$ cat src/hw/lts_params.svh
// timing counts, width limits and reset values for the transmit serializer
// assumes inclusion by bare name from the package and the serializer module
`ifndef LTS_PARAMS_SVH
`define LTS_PARAMS_SVH
`define LTS_MAX_WIDTH 10
`define LTS_MIN_FACTOR 3
`define LTS_RESET_FACTOR 4'ha
`define LTS_PHASE_STEPS 8
`define LTS_PHASE_DEG 45
`define LTS_BUF_DEPTH 2
`endif

$ cat src/hw/lts_pkg.sv
// types shared by the transmit serializer
// assumes lts_params.svh is on the include path
`include "lts_params.svh"
package lts_pkg;
    typedef enum logic [1:0] {LTS_SERIAL, LTS_DDR, LTS_SDR} lts_mode_e;
    typedef struct packed {
        lts_mode_e mode;
        logic clockOut;
        logic [3:0] factor;
        logic [3:0] clkDiv;
        logic [2:0] phase;
    } lts_cfg_s;
    typedef logic [`LTS_MAX_WIDTH-1:0] lts_word_t;
endpackage : lts_pkg

$ cat src/hw/lts_serializer.sv
// parallel to serial transmitter with clock-forward and bypass modes
// assumes clk_sys is the serial bit clock; config is static while running
// Function
// - a parallel word of up to ten bits is captured into load registers and shifted out.
// - the most significant bit of each word goes out first, the rest in descending order.
// - the serialization factor is static and may be any value from 3 to 10.
// - the load strobe is made with the bit clock and its period follows the factor.
// - the channel can carry a forwarded clock instead of data.
// - the forwarded clock runs at data rate or divided by 1, 2, 4, 6, 8 or 10.
// - the forwarded clock phase is set statically in 45 degree steps.
// - bypass gives double rate (factor 2) or single rate (factor 1).
// - bypass goes through the shift register and then the output register, in double rate and in single rate alike.
// - in bypass the fabric gives one bit per cycle in single rate and two every other cycle in double rate.
`timescale 1ns/1ps
`include "lts_params.svh"
module lts_serializer #(
    parameter int WIDTH = `LTS_MAX_WIDTH
) (
    input wire logic clk_sys,
    input wire logic resetn,
    input wire lts_pkg::lts_cfg_s cfg,
    input wire lts_pkg::lts_word_t inData,
    input wire logic inValid,
    output logic inReady,
    output logic serialOut,
    output logic loadStrobe,
    output logic underrun
);
    import lts_pkg::*;
    // refuse a word width that the shift path cannot serve
    if (WIDTH < `LTS_MIN_FACTOR || WIDTH > `LTS_MAX_WIDTH) begin : g_bad_width
        $error("WIDTH out of range");
    end

    // two-entry buffer between fabric and load register
    lts_word_t bufMem_q [`LTS_BUF_DEPTH];
    logic bufWr_q, bufRd_q;
    logic [1:0] bufCnt_q;
    wire bufEmpty = (bufCnt_q == 2'h0);
    wire bufFull = (bufCnt_q == 2'h2);
    wire pushEn = inValid && !bufFull;
    wire popEn;
    wire lts_word_t bufHead = bufMem_q[bufRd_q];

    // load strobe divider
    logic [3:0] bitCnt_q;
    wire [3:0] effFactor = (cfg.mode == LTS_DDR) ? 4'h2 : (cfg.mode == LTS_SDR) ? 4'h1 :
                           (cfg.factor < 4'h3) ? 4'h3 : cfg.factor;
    wire lastBit = (bitCnt_q == effFactor - 4'h1);
    assign popEn = lastBit && !bufEmpty && !cfg.clockOut;

    // shift register; loaded word left-aligned at bit WIDTH-1
    lts_word_t shift_q;
    wire [3:0] padBits = 4'(WIDTH) - effFactor;
    wire lts_word_t loadWord = bufEmpty ? '0 : (bufHead << padBits);
    wire lts_word_t shiftNext = lastBit ? loadWord : {shift_q[WIDTH-2:0], 1'b0};

    // forwarded clock: toggle every clkDiv bit clocks (0 acts as 1), phase sets start offset
    logic [3:0] divCnt_q;
    logic fwdClk_q;
    wire [3:0] halfPer = (cfg.clkDiv == 4'h0) ? 4'h1 : cfg.clkDiv;
    wire divWrap = (divCnt_q >= halfPer - 4'h1);
    // offset in bit clocks is phase eighths of a full period of 2*halfPer
    wire [6:0] phaseProd = {4'h0, cfg.phase} * {3'h0, halfPer};
    wire [4:0] phaseOff = phaseProd[6:2];
    // offsets of half a period or more start in the high half
    wire fwdStart = (phaseOff >= {1'b0, halfPer});
    wire [4:0] phaseRem = phaseOff - {1'b0, halfPer};
    wire [3:0] phaseStart = fwdStart ? phaseRem[3:0] : phaseOff[3:0];

    wire outBit = cfg.clockOut ? fwdClk_q : shift_q[WIDTH-1];

    always_ff @(posedge clk_sys) begin
        if (!resetn) begin
            bufWr_q <= 1'b0;
            bufRd_q <= 1'b0;
            bufCnt_q <= 2'h0;
        end else begin
            if (pushEn) bufWr_q <= ~bufWr_q;
            if (popEn) bufRd_q <= ~bufRd_q;
            bufCnt_q <= bufCnt_q + {1'b0, pushEn} - {1'b0, popEn};
        end
    end

    always_ff @(posedge clk_sys) begin
        if (pushEn) bufMem_q[bufWr_q] <= inData;
    end

    // bit counter and shift register
    always_ff @(posedge clk_sys) begin
        if (!resetn) begin
            bitCnt_q <= 4'h0;
            shift_q <= '0;
        end else begin
            bitCnt_q <= lastBit ? 4'h0 : bitCnt_q + 4'h1;
            shift_q <= shiftNext;
        end
    end

    // registered outputs
    always_ff @(posedge clk_sys) begin
        if (!resetn) begin
            serialOut <= 1'b0;
            loadStrobe <= 1'b0;
            underrun <= 1'b0;
            inReady <= 1'b0;
        end else begin
            serialOut <= outBit;
            loadStrobe <= lastBit;
            underrun <= lastBit && bufEmpty && !cfg.clockOut;
            inReady <= !(bufFull || (bufCnt_q == 2'h1 && pushEn && !popEn));
        end
    end

    always_ff @(posedge clk_sys) begin
        if (!resetn) begin
            divCnt_q <= phaseStart;
            fwdClk_q <= fwdStart;
        end else if (!cfg.clockOut) begin
            divCnt_q <= phaseStart;
            fwdClk_q <= fwdStart;
        end else if (divWrap) begin
            divCnt_q <= 4'h0;
            fwdClk_q <= ~fwdClk_q;
        end else begin
            divCnt_q <= divCnt_q + 4'h1;
        end
    end

    // serial factor leaves at least two idle cycles between boundaries
    a_strobe_period: assert property (@(posedge clk_sys) disable iff (!resetn)
        (lastBit && cfg.mode == LTS_SERIAL) |=> !lastBit [*2])
        else $error("load strobe too close for factor");

    // msb of the loaded word is the first bit on the line
    a_msb_first: assert property (@(posedge clk_sys) disable iff (!resetn)
        (lastBit && !cfg.clockOut && cfg.mode == LTS_SERIAL) |=> ##1
        serialOut == $past(loadWord[WIDTH-1], 2))
        else $error("serial output not msb of loaded word");

    // buffer never holds more than two words
    a_buf_bound: assert property (@(posedge clk_sys) disable iff (!resetn)
        bufCnt_q <= 2'h2)
        else $error("buffer overfilled");

    // forwarded clock toggles at each divider wrap
    a_clk_toggle: assert property (@(posedge clk_sys) disable iff (!resetn)
        (cfg.clockOut && $stable(cfg.clockOut) && divWrap) |=> fwdClk_q != $past(fwdClk_q))
        else $error("forwarded clock failed to toggle");

    // clock mode puts the forwarded clock on the line
    a_clock_mode: assert property (@(posedge clk_sys) disable iff (!resetn)
        cfg.clockOut |=> serialOut == $past(fwdClk_q))
        else $error("clock mode output not the forwarded clock");

    // every word boundary shows as one strobe
    a_strobe_follow: assert property (@(posedge clk_sys) disable iff (!resetn)
        lastBit |=> loadStrobe)
        else $error("load strobe missing at boundary");

    // no strobe away from a boundary
    a_strobe_only: assert property (@(posedge clk_sys) disable iff (!resetn)
        !lastBit |=> !loadStrobe)
        else $error("load strobe away from boundary");

    // a full buffer is never shown as ready
    a_ready_full: assert property (@(posedge clk_sys) disable iff (!resetn)
        bufFull |-> !inReady)
        else $error("ready shown while buffer full");

    // an empty buffer at a data boundary is flagged
    a_underrun_empty: assert property (@(posedge clk_sys) disable iff (!resetn)
        (lastBit && bufEmpty && !cfg.clockOut) |=> underrun)
        else $error("underrun not flagged");

    // a loaded word is never flagged as underrun
    a_underrun_false: assert property (@(posedge clk_sys) disable iff (!resetn)
        (lastBit && !bufEmpty) |=> !underrun)
        else $error("underrun flagged with data present");

    // bit counter stays inside the factor
    a_count_bound: assert property (@(posedge clk_sys) disable iff (!resetn)
        bitCnt_q < effFactor)
        else $error("bit counter past factor");

    // single rate sends bit 0 of each word
    a_sdr_direct: assert property (@(posedge clk_sys) disable iff (!resetn)
        (cfg.mode == LTS_SDR && !cfg.clockOut && !bufEmpty) |=> ##1
        serialOut == $past(bufHead[0], 2))
        else $error("single rate bit wrong");

    // double rate sends bit 1 then bit 0
    a_ddr_order: assert property (@(posedge clk_sys) disable iff (!resetn)
        (cfg.mode == LTS_DDR && lastBit && !cfg.clockOut && !bufEmpty) |=> ##1
        serialOut == $past(bufHead[1], 2) ##1 serialOut == $past(bufHead[0], 3))
        else $error("double rate bit order wrong");

    // an accepted word without a pop grows the buffer by one
    a_push_taken: assert property (@(posedge clk_sys) disable iff (!resetn)
        (inValid && !bufFull && !popEn) |=> bufCnt_q == $past(bufCnt_q) + 2'h1)
        else $error("accepted word not stored");

    // divider count stays below the half period
    a_div_bound: assert property (@(posedge clk_sys) disable iff (!resetn)
        cfg.clockOut |-> divCnt_q < halfPer)
        else $error("divider count past half period");

    // clock mode never pops a word from the data buffer
    a_clock_nodata: assert property (@(posedge clk_sys) disable iff (!resetn)
        cfg.clockOut |-> !popEn)
        else $error("word popped in clock mode");

    // between boundaries the word moves up one bit per clock
    a_serial_shift: assert property (@(posedge clk_sys) disable iff (!resetn)
        (cfg.mode == LTS_SERIAL && !lastBit) |=> shift_q == ($past(shift_q) << 1))
        else $error("shift register did not shift");
endmodule : lts_serializer

$ cat config.mk
export PLATFORM = sky130hd
export DESIGN_NAME = lts_serializer
export DESIGN_NICKNAME = d
export VERILOG_FILES = /design/src/hw/lts_pkg.sv /design/src/hw/lts_serializer.sv
export VERILOG_INCLUDE_DIRS = /design/src /design/src/hw
export SDC_FILE = /design/constraint.sdc
export NUM_CORES = 1
export LEC_CHECK = 0
export BUFFER_PORTS_ARGS = -buffer_cell sky130_fd_sc_hd__buf_2
export CELL_PAD_IN_SITES_DETAIL_PLACEMENT = 0
export CELL_PAD_IN_SITES_GLOBAL_PLACEMENT = 1
export CORE_MARGIN = 2
export CORE_UTILIZATION = 35
export CTS_CLUSTER_SIZE = 12
export DETAILED_ROUTE_END_ITERATION = 8
export HOLD_SLACK_MARGIN = 0.02
export PLACE_DENSITY = 0.73
export SLEW_MARGIN = 10
export SYNTH_ARGS = -nofsm -noshare
export SYNTH_HDL_FRONTEND = slang
export SYNTH_SLANG_ARGS = --single-unit
$ cat constraint.sdc
create_clock -name clk_sys -period 7.55 [get_ports clk_sys]
set_clock_uncertainty 0.1 [all_clocks]
set_input_delay 0 -clock clk_sys [delete_from_list [all_inputs] [get_ports clk_sys]]
set_output_delay 0 -clock clk_sys [all_outputs]
set_load 0.02 [all_outputs]
[Word-level counts from Yosys, hierarchy flattened]
Memory sizes are Yosys's and may differ from the RTL's. A register that Yosys moved wholly into a read port is not among the register bits.
Cells that the tools add are included.
W data, S select, Z words.
Storage, ports and cells
  register bits: 27
  memory bits (writable): 20
  input bits: 27
  output and inout port bits: 4
  word-level logic and storage cells: 72
  memories: 1
Memory list
  bufMem_q: words 2, width 10, rd ports 1, clocked after memory_dff 1, wr ports 1, line lts_serializer.sv:36  | lts_word_t bufMem_q [`LTS_BUF_DEPTH];
Cells by class
  add/subtract/negate cells: 8
  $mul: 1
  $lt $le $gt $ge: 3
  equal/unequal tests: 6
  shift-type cells: 1
  multiplexer cells: 18
  bitwise gates (word level): 5
  reduce and logical (&&, ||, !) cells: 17
Operators with widths (count)
  $mux W4: 8
  $mux W10: 2
  $shl A10 B4 Y10: 1
  $add A4 B1 Y4 const B: 2
  $mux W1: 8
  $sub A4 B1 Y4 const B: 2
  $logic_and A1 B1 Y1: 7
  $mul A3 B4 Y7: 1
  $ge A5 B4 Y1: 1
  $logic_not A1 Y1: 5
  $not A1 Y1: 5
  $eq A2 B1 Y1 const B: 2
  $eq A2 B2 Y1 const B: 2
  $eq A4 B4 Y1: 1
  $ge A4 B4 Y1: 1
  $logic_not A4 Y1: 1
  $lt A4 B2 Y1 const B: 1
  $sub A4 B4 Y4: 1
  $sub A4 B4 Y4 const A: 1
  $ne A3 B2 Y1 const B: 1
  $reduce_or A3 Y1: 1
  $add A2 B1 Y2: 1
  $logic_not A2 Y1: 1
  $reduce_or A2 Y1: 1
  other kinds (2): 2

[Depth between registers and ports, before layout]
  word-level depth: 12
  gate-level depth with buffers: 16
  gate-level depth less buffers: 16

[Worst setup path after synthesis]
OpenSTA, ideal clock, no wires.
  kind: input-to-reg
  start point: input port cfg[4] (netlist bit)
  end point: register divCnt_q[2]
  library setup time: 119 ps
  data arrival time: 3018 ps
  required time: 7331 ps
  setup slack: 4312 ps
  stages on the path: 13
  path buffers: 0
  cell sequence: inv_1 -> a31oi_1 -> nor2b_1 -> fa_1 -> ha_1 -> fa_1 -> ha_1 -> nor2b_1 -> o21ai_0 -> nand2b_1 -> a21oi_1 -> mux2_2 -> o2bb2ai_1
Between the ends
  longest elaborated chain between the ends: 7
  elaborated cells between the ends (all ways): 11
  classes of those cells: add/sub (2); mul (1); order compare (2); mux (5); reduce/logical (1)
Ends and longest elaborated chain
  from (decl): line lts_serializer.sv:21  | input wire lts_pkg::lts_cfg_s cfg,
  $logic_not A4 Y1: line lts_serializer.sv:61  | wire [3:0] halfPer = (cfg.clkDiv == 4'h0) ? 4'h1 : cfg.clkDiv;
  $mux W4 (*): line lts_serializer.sv:61
  $mul A3 B4 Y7 or $sub A4 B1 Y4 (tied branches): line lts_serializer.sv:64, lts_serializer.sv:62
  $sub A4 B4 Y4, or another cell as far along: line lts_serializer.sv:68  | wire [4:0] phaseRem = phaseOff - {1'b0, halfPer};
  $mux W4 (on tied branches): line lts_serializer.sv:69, lts_serializer.sv:122
  $mux W4: line lts_serializer.sv:119  | end else if (!cfg.clockOut) begin
  $mux W4 (*): line lts_serializer.sv:116  | if (!resetn) begin
  to (signal assigned): line lts_serializer.sv:117  | divCnt_q <= phaseStart;
  to (signal assigned): line lts_serializer.sv:120  | divCnt_q <= phaseStart;
  to (signal assigned): line lts_serializer.sv:126  | divCnt_q <= divCnt_q + 4'h1;
  to (decl): line lts_serializer.sv:59  | logic [3:0] divCnt_q;
Every way passes the cells marked *; elsewhere a longest branch is shown, timed or not.
A chain may end at the register's enable or synchronous reset.

[Worst setup path in the final report]
Ends and elaborated chain as after synthesis.

==> results.md <==
* PostCTS Resize Cnt at 0
* Root Buffer: clkbuf_8
* Slew HR at 0.395
* Layout cells sized above 1 at 0.177
* Crit path max-delay family: adder cells
* Crit start category: input pin
* Net count, final at 377
* Slowest Stage Delay on Critical Path at approximately 0.5 ns
* Pleak at 1.48 nW
* Yosys top cell area share at 0.212
* Pint at 0.499 mW
* Final cell count without fillers at 432
* Port buffer count at 30
* Syn Nets at 335
* Most used DFF post-synth: dfxtp_1
* Setup violators final at 0
* Synth Register Bits at 48
* DRC at 0
* Worst-path fanout max at 5
* Core area at 8220 um^2
* Number of iterations in the first detailed-routing pass at 4
* Initial antenna violation count at 0
* # diodes at 0
* Slew Viols, Final at 0
* GRT Resource Usage Total at 0.129
* Final core utilization at 0.418
* Switching pwr at 0.264 mW
* Fmax at 300 MHz
* DR vias at 2,126
* Peak supply drop at about 0.093 mV
* Post-synth cell types at 55
* Slowest cell on crit path: fa_1
* Buf/Inv on CP at 2
* Row cnt at 33
* Syn Std Cell Area at 2970 um^2
* Slew @ Worst Pin at 0.903 ns
* Synth warn at 0
* First-pass GRT wire length at 9410 um
* Clock transition at path regs at 0.09 ns
* Avg Cell Area, Syn at approximately 10 um^2
* Sequential area share after synthesis at 0.394
* Placed Cells at 410
* Minimum clock period at roughly 3.3 ns
* Hold_ws at 0.0203 ns
* Switching Fraction at 0.346
* Post-synth EDFFs at 21
* Clock power share at 0.205
* Starting Density at 0.362
* Cell Chain, Critical Path: buf_2 -> inv_1 -> a31oi_1 -> nor2b_1 -> fa_1 -> ha_1 -> fa_1 -> xor2_1 -> ha_1 -> nand4_1 -> o211ai_1 -> a21oi_1 -> mux2_2 -> o2bb2ai_1
* CP required at 7.65 ns
* Hold Vio Cnt, Final at 0
* Seq pwr share at 0.446
* Largest net degree at the start of global routing at 21
* Ports at 31
* Top post-synthesis cells by area: edfxtp_1, dfxtp_1, ha_1, mux2i_1, fa_1
* Fill count at 797
* Max Buffers Root-to-Sink at 2
* Vias per cell at 4.92
* H-tree lvl count at 2
* CTS Buf Count at 5
* PD cells at 222 nW/um^2
* Global route overflow at 0
* Cts hold-fix bufs at 14
* Max-Cap Viols at 0
* Vert. Die Dim at between 90 and 100 um
* Endpoint class of the critical path: flip-flop
* Number of global-route vias before repair at 2,103
* CTS tree: yes
* Crit Path Class: input pin to flip-flop
* Final worst slack at 4.21 ns
* Design area at 3430 um^2
* DP Worst Slack at 3.87 ns
* CP arrival at 3.44 ns
* HPWL Detailed at 4220 um
* Synth async-reset ratio at 0
* Width of the die at 96.2 um
* Post-CTS setup buffers at 0
* Synth-to-Final Area Change at 15.4%
* Die footprint at roughly 9200 um^2
* Outcome: complete, no violations
* Total Power at 0.763 mW
* Combinational Power Share at 0.349
* Clk_lat worst skew at around 0.31 ns
* Routed Antenna Nets at 0
* Area after DPL at approximately 3200 um^2
* CTS sink cnt at 48
* Final GP Congestion at 0.801
* Cells after synthesis at 284
* Unrepaired setup endpoints after global routing: false
* Crit share post-route at 0.442
* Setup TNS at 0 ns
* Area leader, netlist: edfxtp_1
* Initial DRC Count at 94
* Routed WL at 5510 um
* Routed length per instance at 12.8 um
* Hold Path Class: input pin to flip-flop
-- worst min-delay path, cell delays in order --
cell and delay, ns:
buf_2 0.13, a211oi_2 0.11, nand4_1 0.08, mux2i_1 0.06
-- path summary, 6_finish.rpt --
check,start,endpoint,slack (ns),depth (start not counted)
worst min-delay path,cfg[10],shift_q[1],0.02,4
worst max-delay path,cfg[4],divCnt_q[2],4.21,14
worst min register to register,shift_q[0],shift_q[1],0.36,2
worst max register to register,bitCnt_q[2],bufCnt_q[1],5.02,10
-- state kept, by name, indices dropped and copies added, names as in the netlist, named ones only --
name / cells
loadStrobe: 1
divCnt_q: 4
underrun: 1
bitCnt_q: 4
bufWr_q: 1
bufCnt_q: 2
fwdClk_q: 1
serialOut: 1
inReady: 1
bufRd_q: 1
shift_q: 10
bufMem_q: 20
-- kinds of logic (layout without fill, tap and decap cells) --
group | count (synthesis) | after routing | share of synthesized area
AND/OR/NAND/NOR | 89 | 89 | 0.167
AO/OA/AOI/OAI | 48 | 48 | 0.122
flip-flops | 48 | 48 | 0.394
multiplexers | 31 | 31 | 0.115
buffers and inverters | 29 | 72 | 0.0438
adder cells (fa/ha/maj) | 24 | 24 | 0.111
XOR/XNOR | 15 | 15 | 0.0467
-- layout by cell type, fill, tap and decap left out, drive strengths merged, types with 3 or more instances in the layout --
| cell type | instances |
|---|---|
| buf | 30 |
| o2bb2ai | 4 |
| o21ai | 12 |
| fa | 4 |
| nand2b | 8 |
| nand3 | 6 |
| a21oi | 8 |
| mux2i | 24 |
| nor2b | 4 |
| edfxtp | 21 |
| o31ai | 3 |
| mux2 | 5 |
| clkbuf | 5 |
| nand2 | 20 |
| a21o | 3 |
| o211ai | 3 |
| and2 | 7 |
| dfxtp | 27 |
| or3 | 4 |
| xor2 | 7 |
| dlygate4sd3 | 14 |
| a32o | 4 |
| inv | 21 |
| xnor2 | 8 |
| nor3 | 3 |
| nand4 | 3 |
| ha | 20 |
| and3 | 7 |
| nor2 | 20 |
-- metal layers --
metal / track usage / up-vias / wire, um
met1: 0.184 / 985 / 2840
met4: 0.0393 / 0 / 73
met5: 0 / - / 0
li1: - / 1103 / -
met3: 0.0219 / 5 / 165
met2: 0.200 / 33 / 2440
-- Yosys cell counts (2+ instances only) --
master,n
buf_2,2
xnor2_1,7
a32o_1,4
a21o_1,3
nor2b_1,4
inv_1,20
dfxtp_1,27
mux4_2,2
and3_1,7
mux2_2,5
nor3_1,3
nor3b_1,2
mux2i_1,24
nand3_1,5
o2bb2ai_1,4
edfxtp_1,21
fa_1,4
a21oi_1,8
nand2_1,20
and2_1,7
ha_1,20
nand2b_1,7
o21ai_1,3
or3_1,4
nand4_1,2
o31ai_1,3
o211ai_1,3
xor2_1,7
clkbuf_1,5
o21ai_0,7
nor2_1,20
-- area by class of cell --
| cell class | count | area [um^2] | share of cell area |
|---|---|---|---|
| Clock inverter | 3 | 22.5 | 0.00656 |
| Inverter | 20 | 75.1 | 0.0219 |
| Timing Repair Buffer | 44 | 290 | 0.0846 |
| Clock buffer | 5 | 68.8 | 0.0201 |
| Multi-Input combinational cell | 207 | 1670 | 0.487 |
| Sequential cell | 48 | 1170 | 0.341 |
| Tap cell | 105 | 131 | 0.0383 |
-- power by group through the flow --
stage,Sequential (mW),Clock [mW],Combinational (mW)
after detailed placement,0.347,0,0.260
final,0.340,0.157,0.266
after global placement,0.346,0,0.257
after global routing,0.346,0.171,0.303
after CTS,0.341,0.162,0.268
after floorplan,0.342,0,0.210
(Power assumes the default switching activity.)
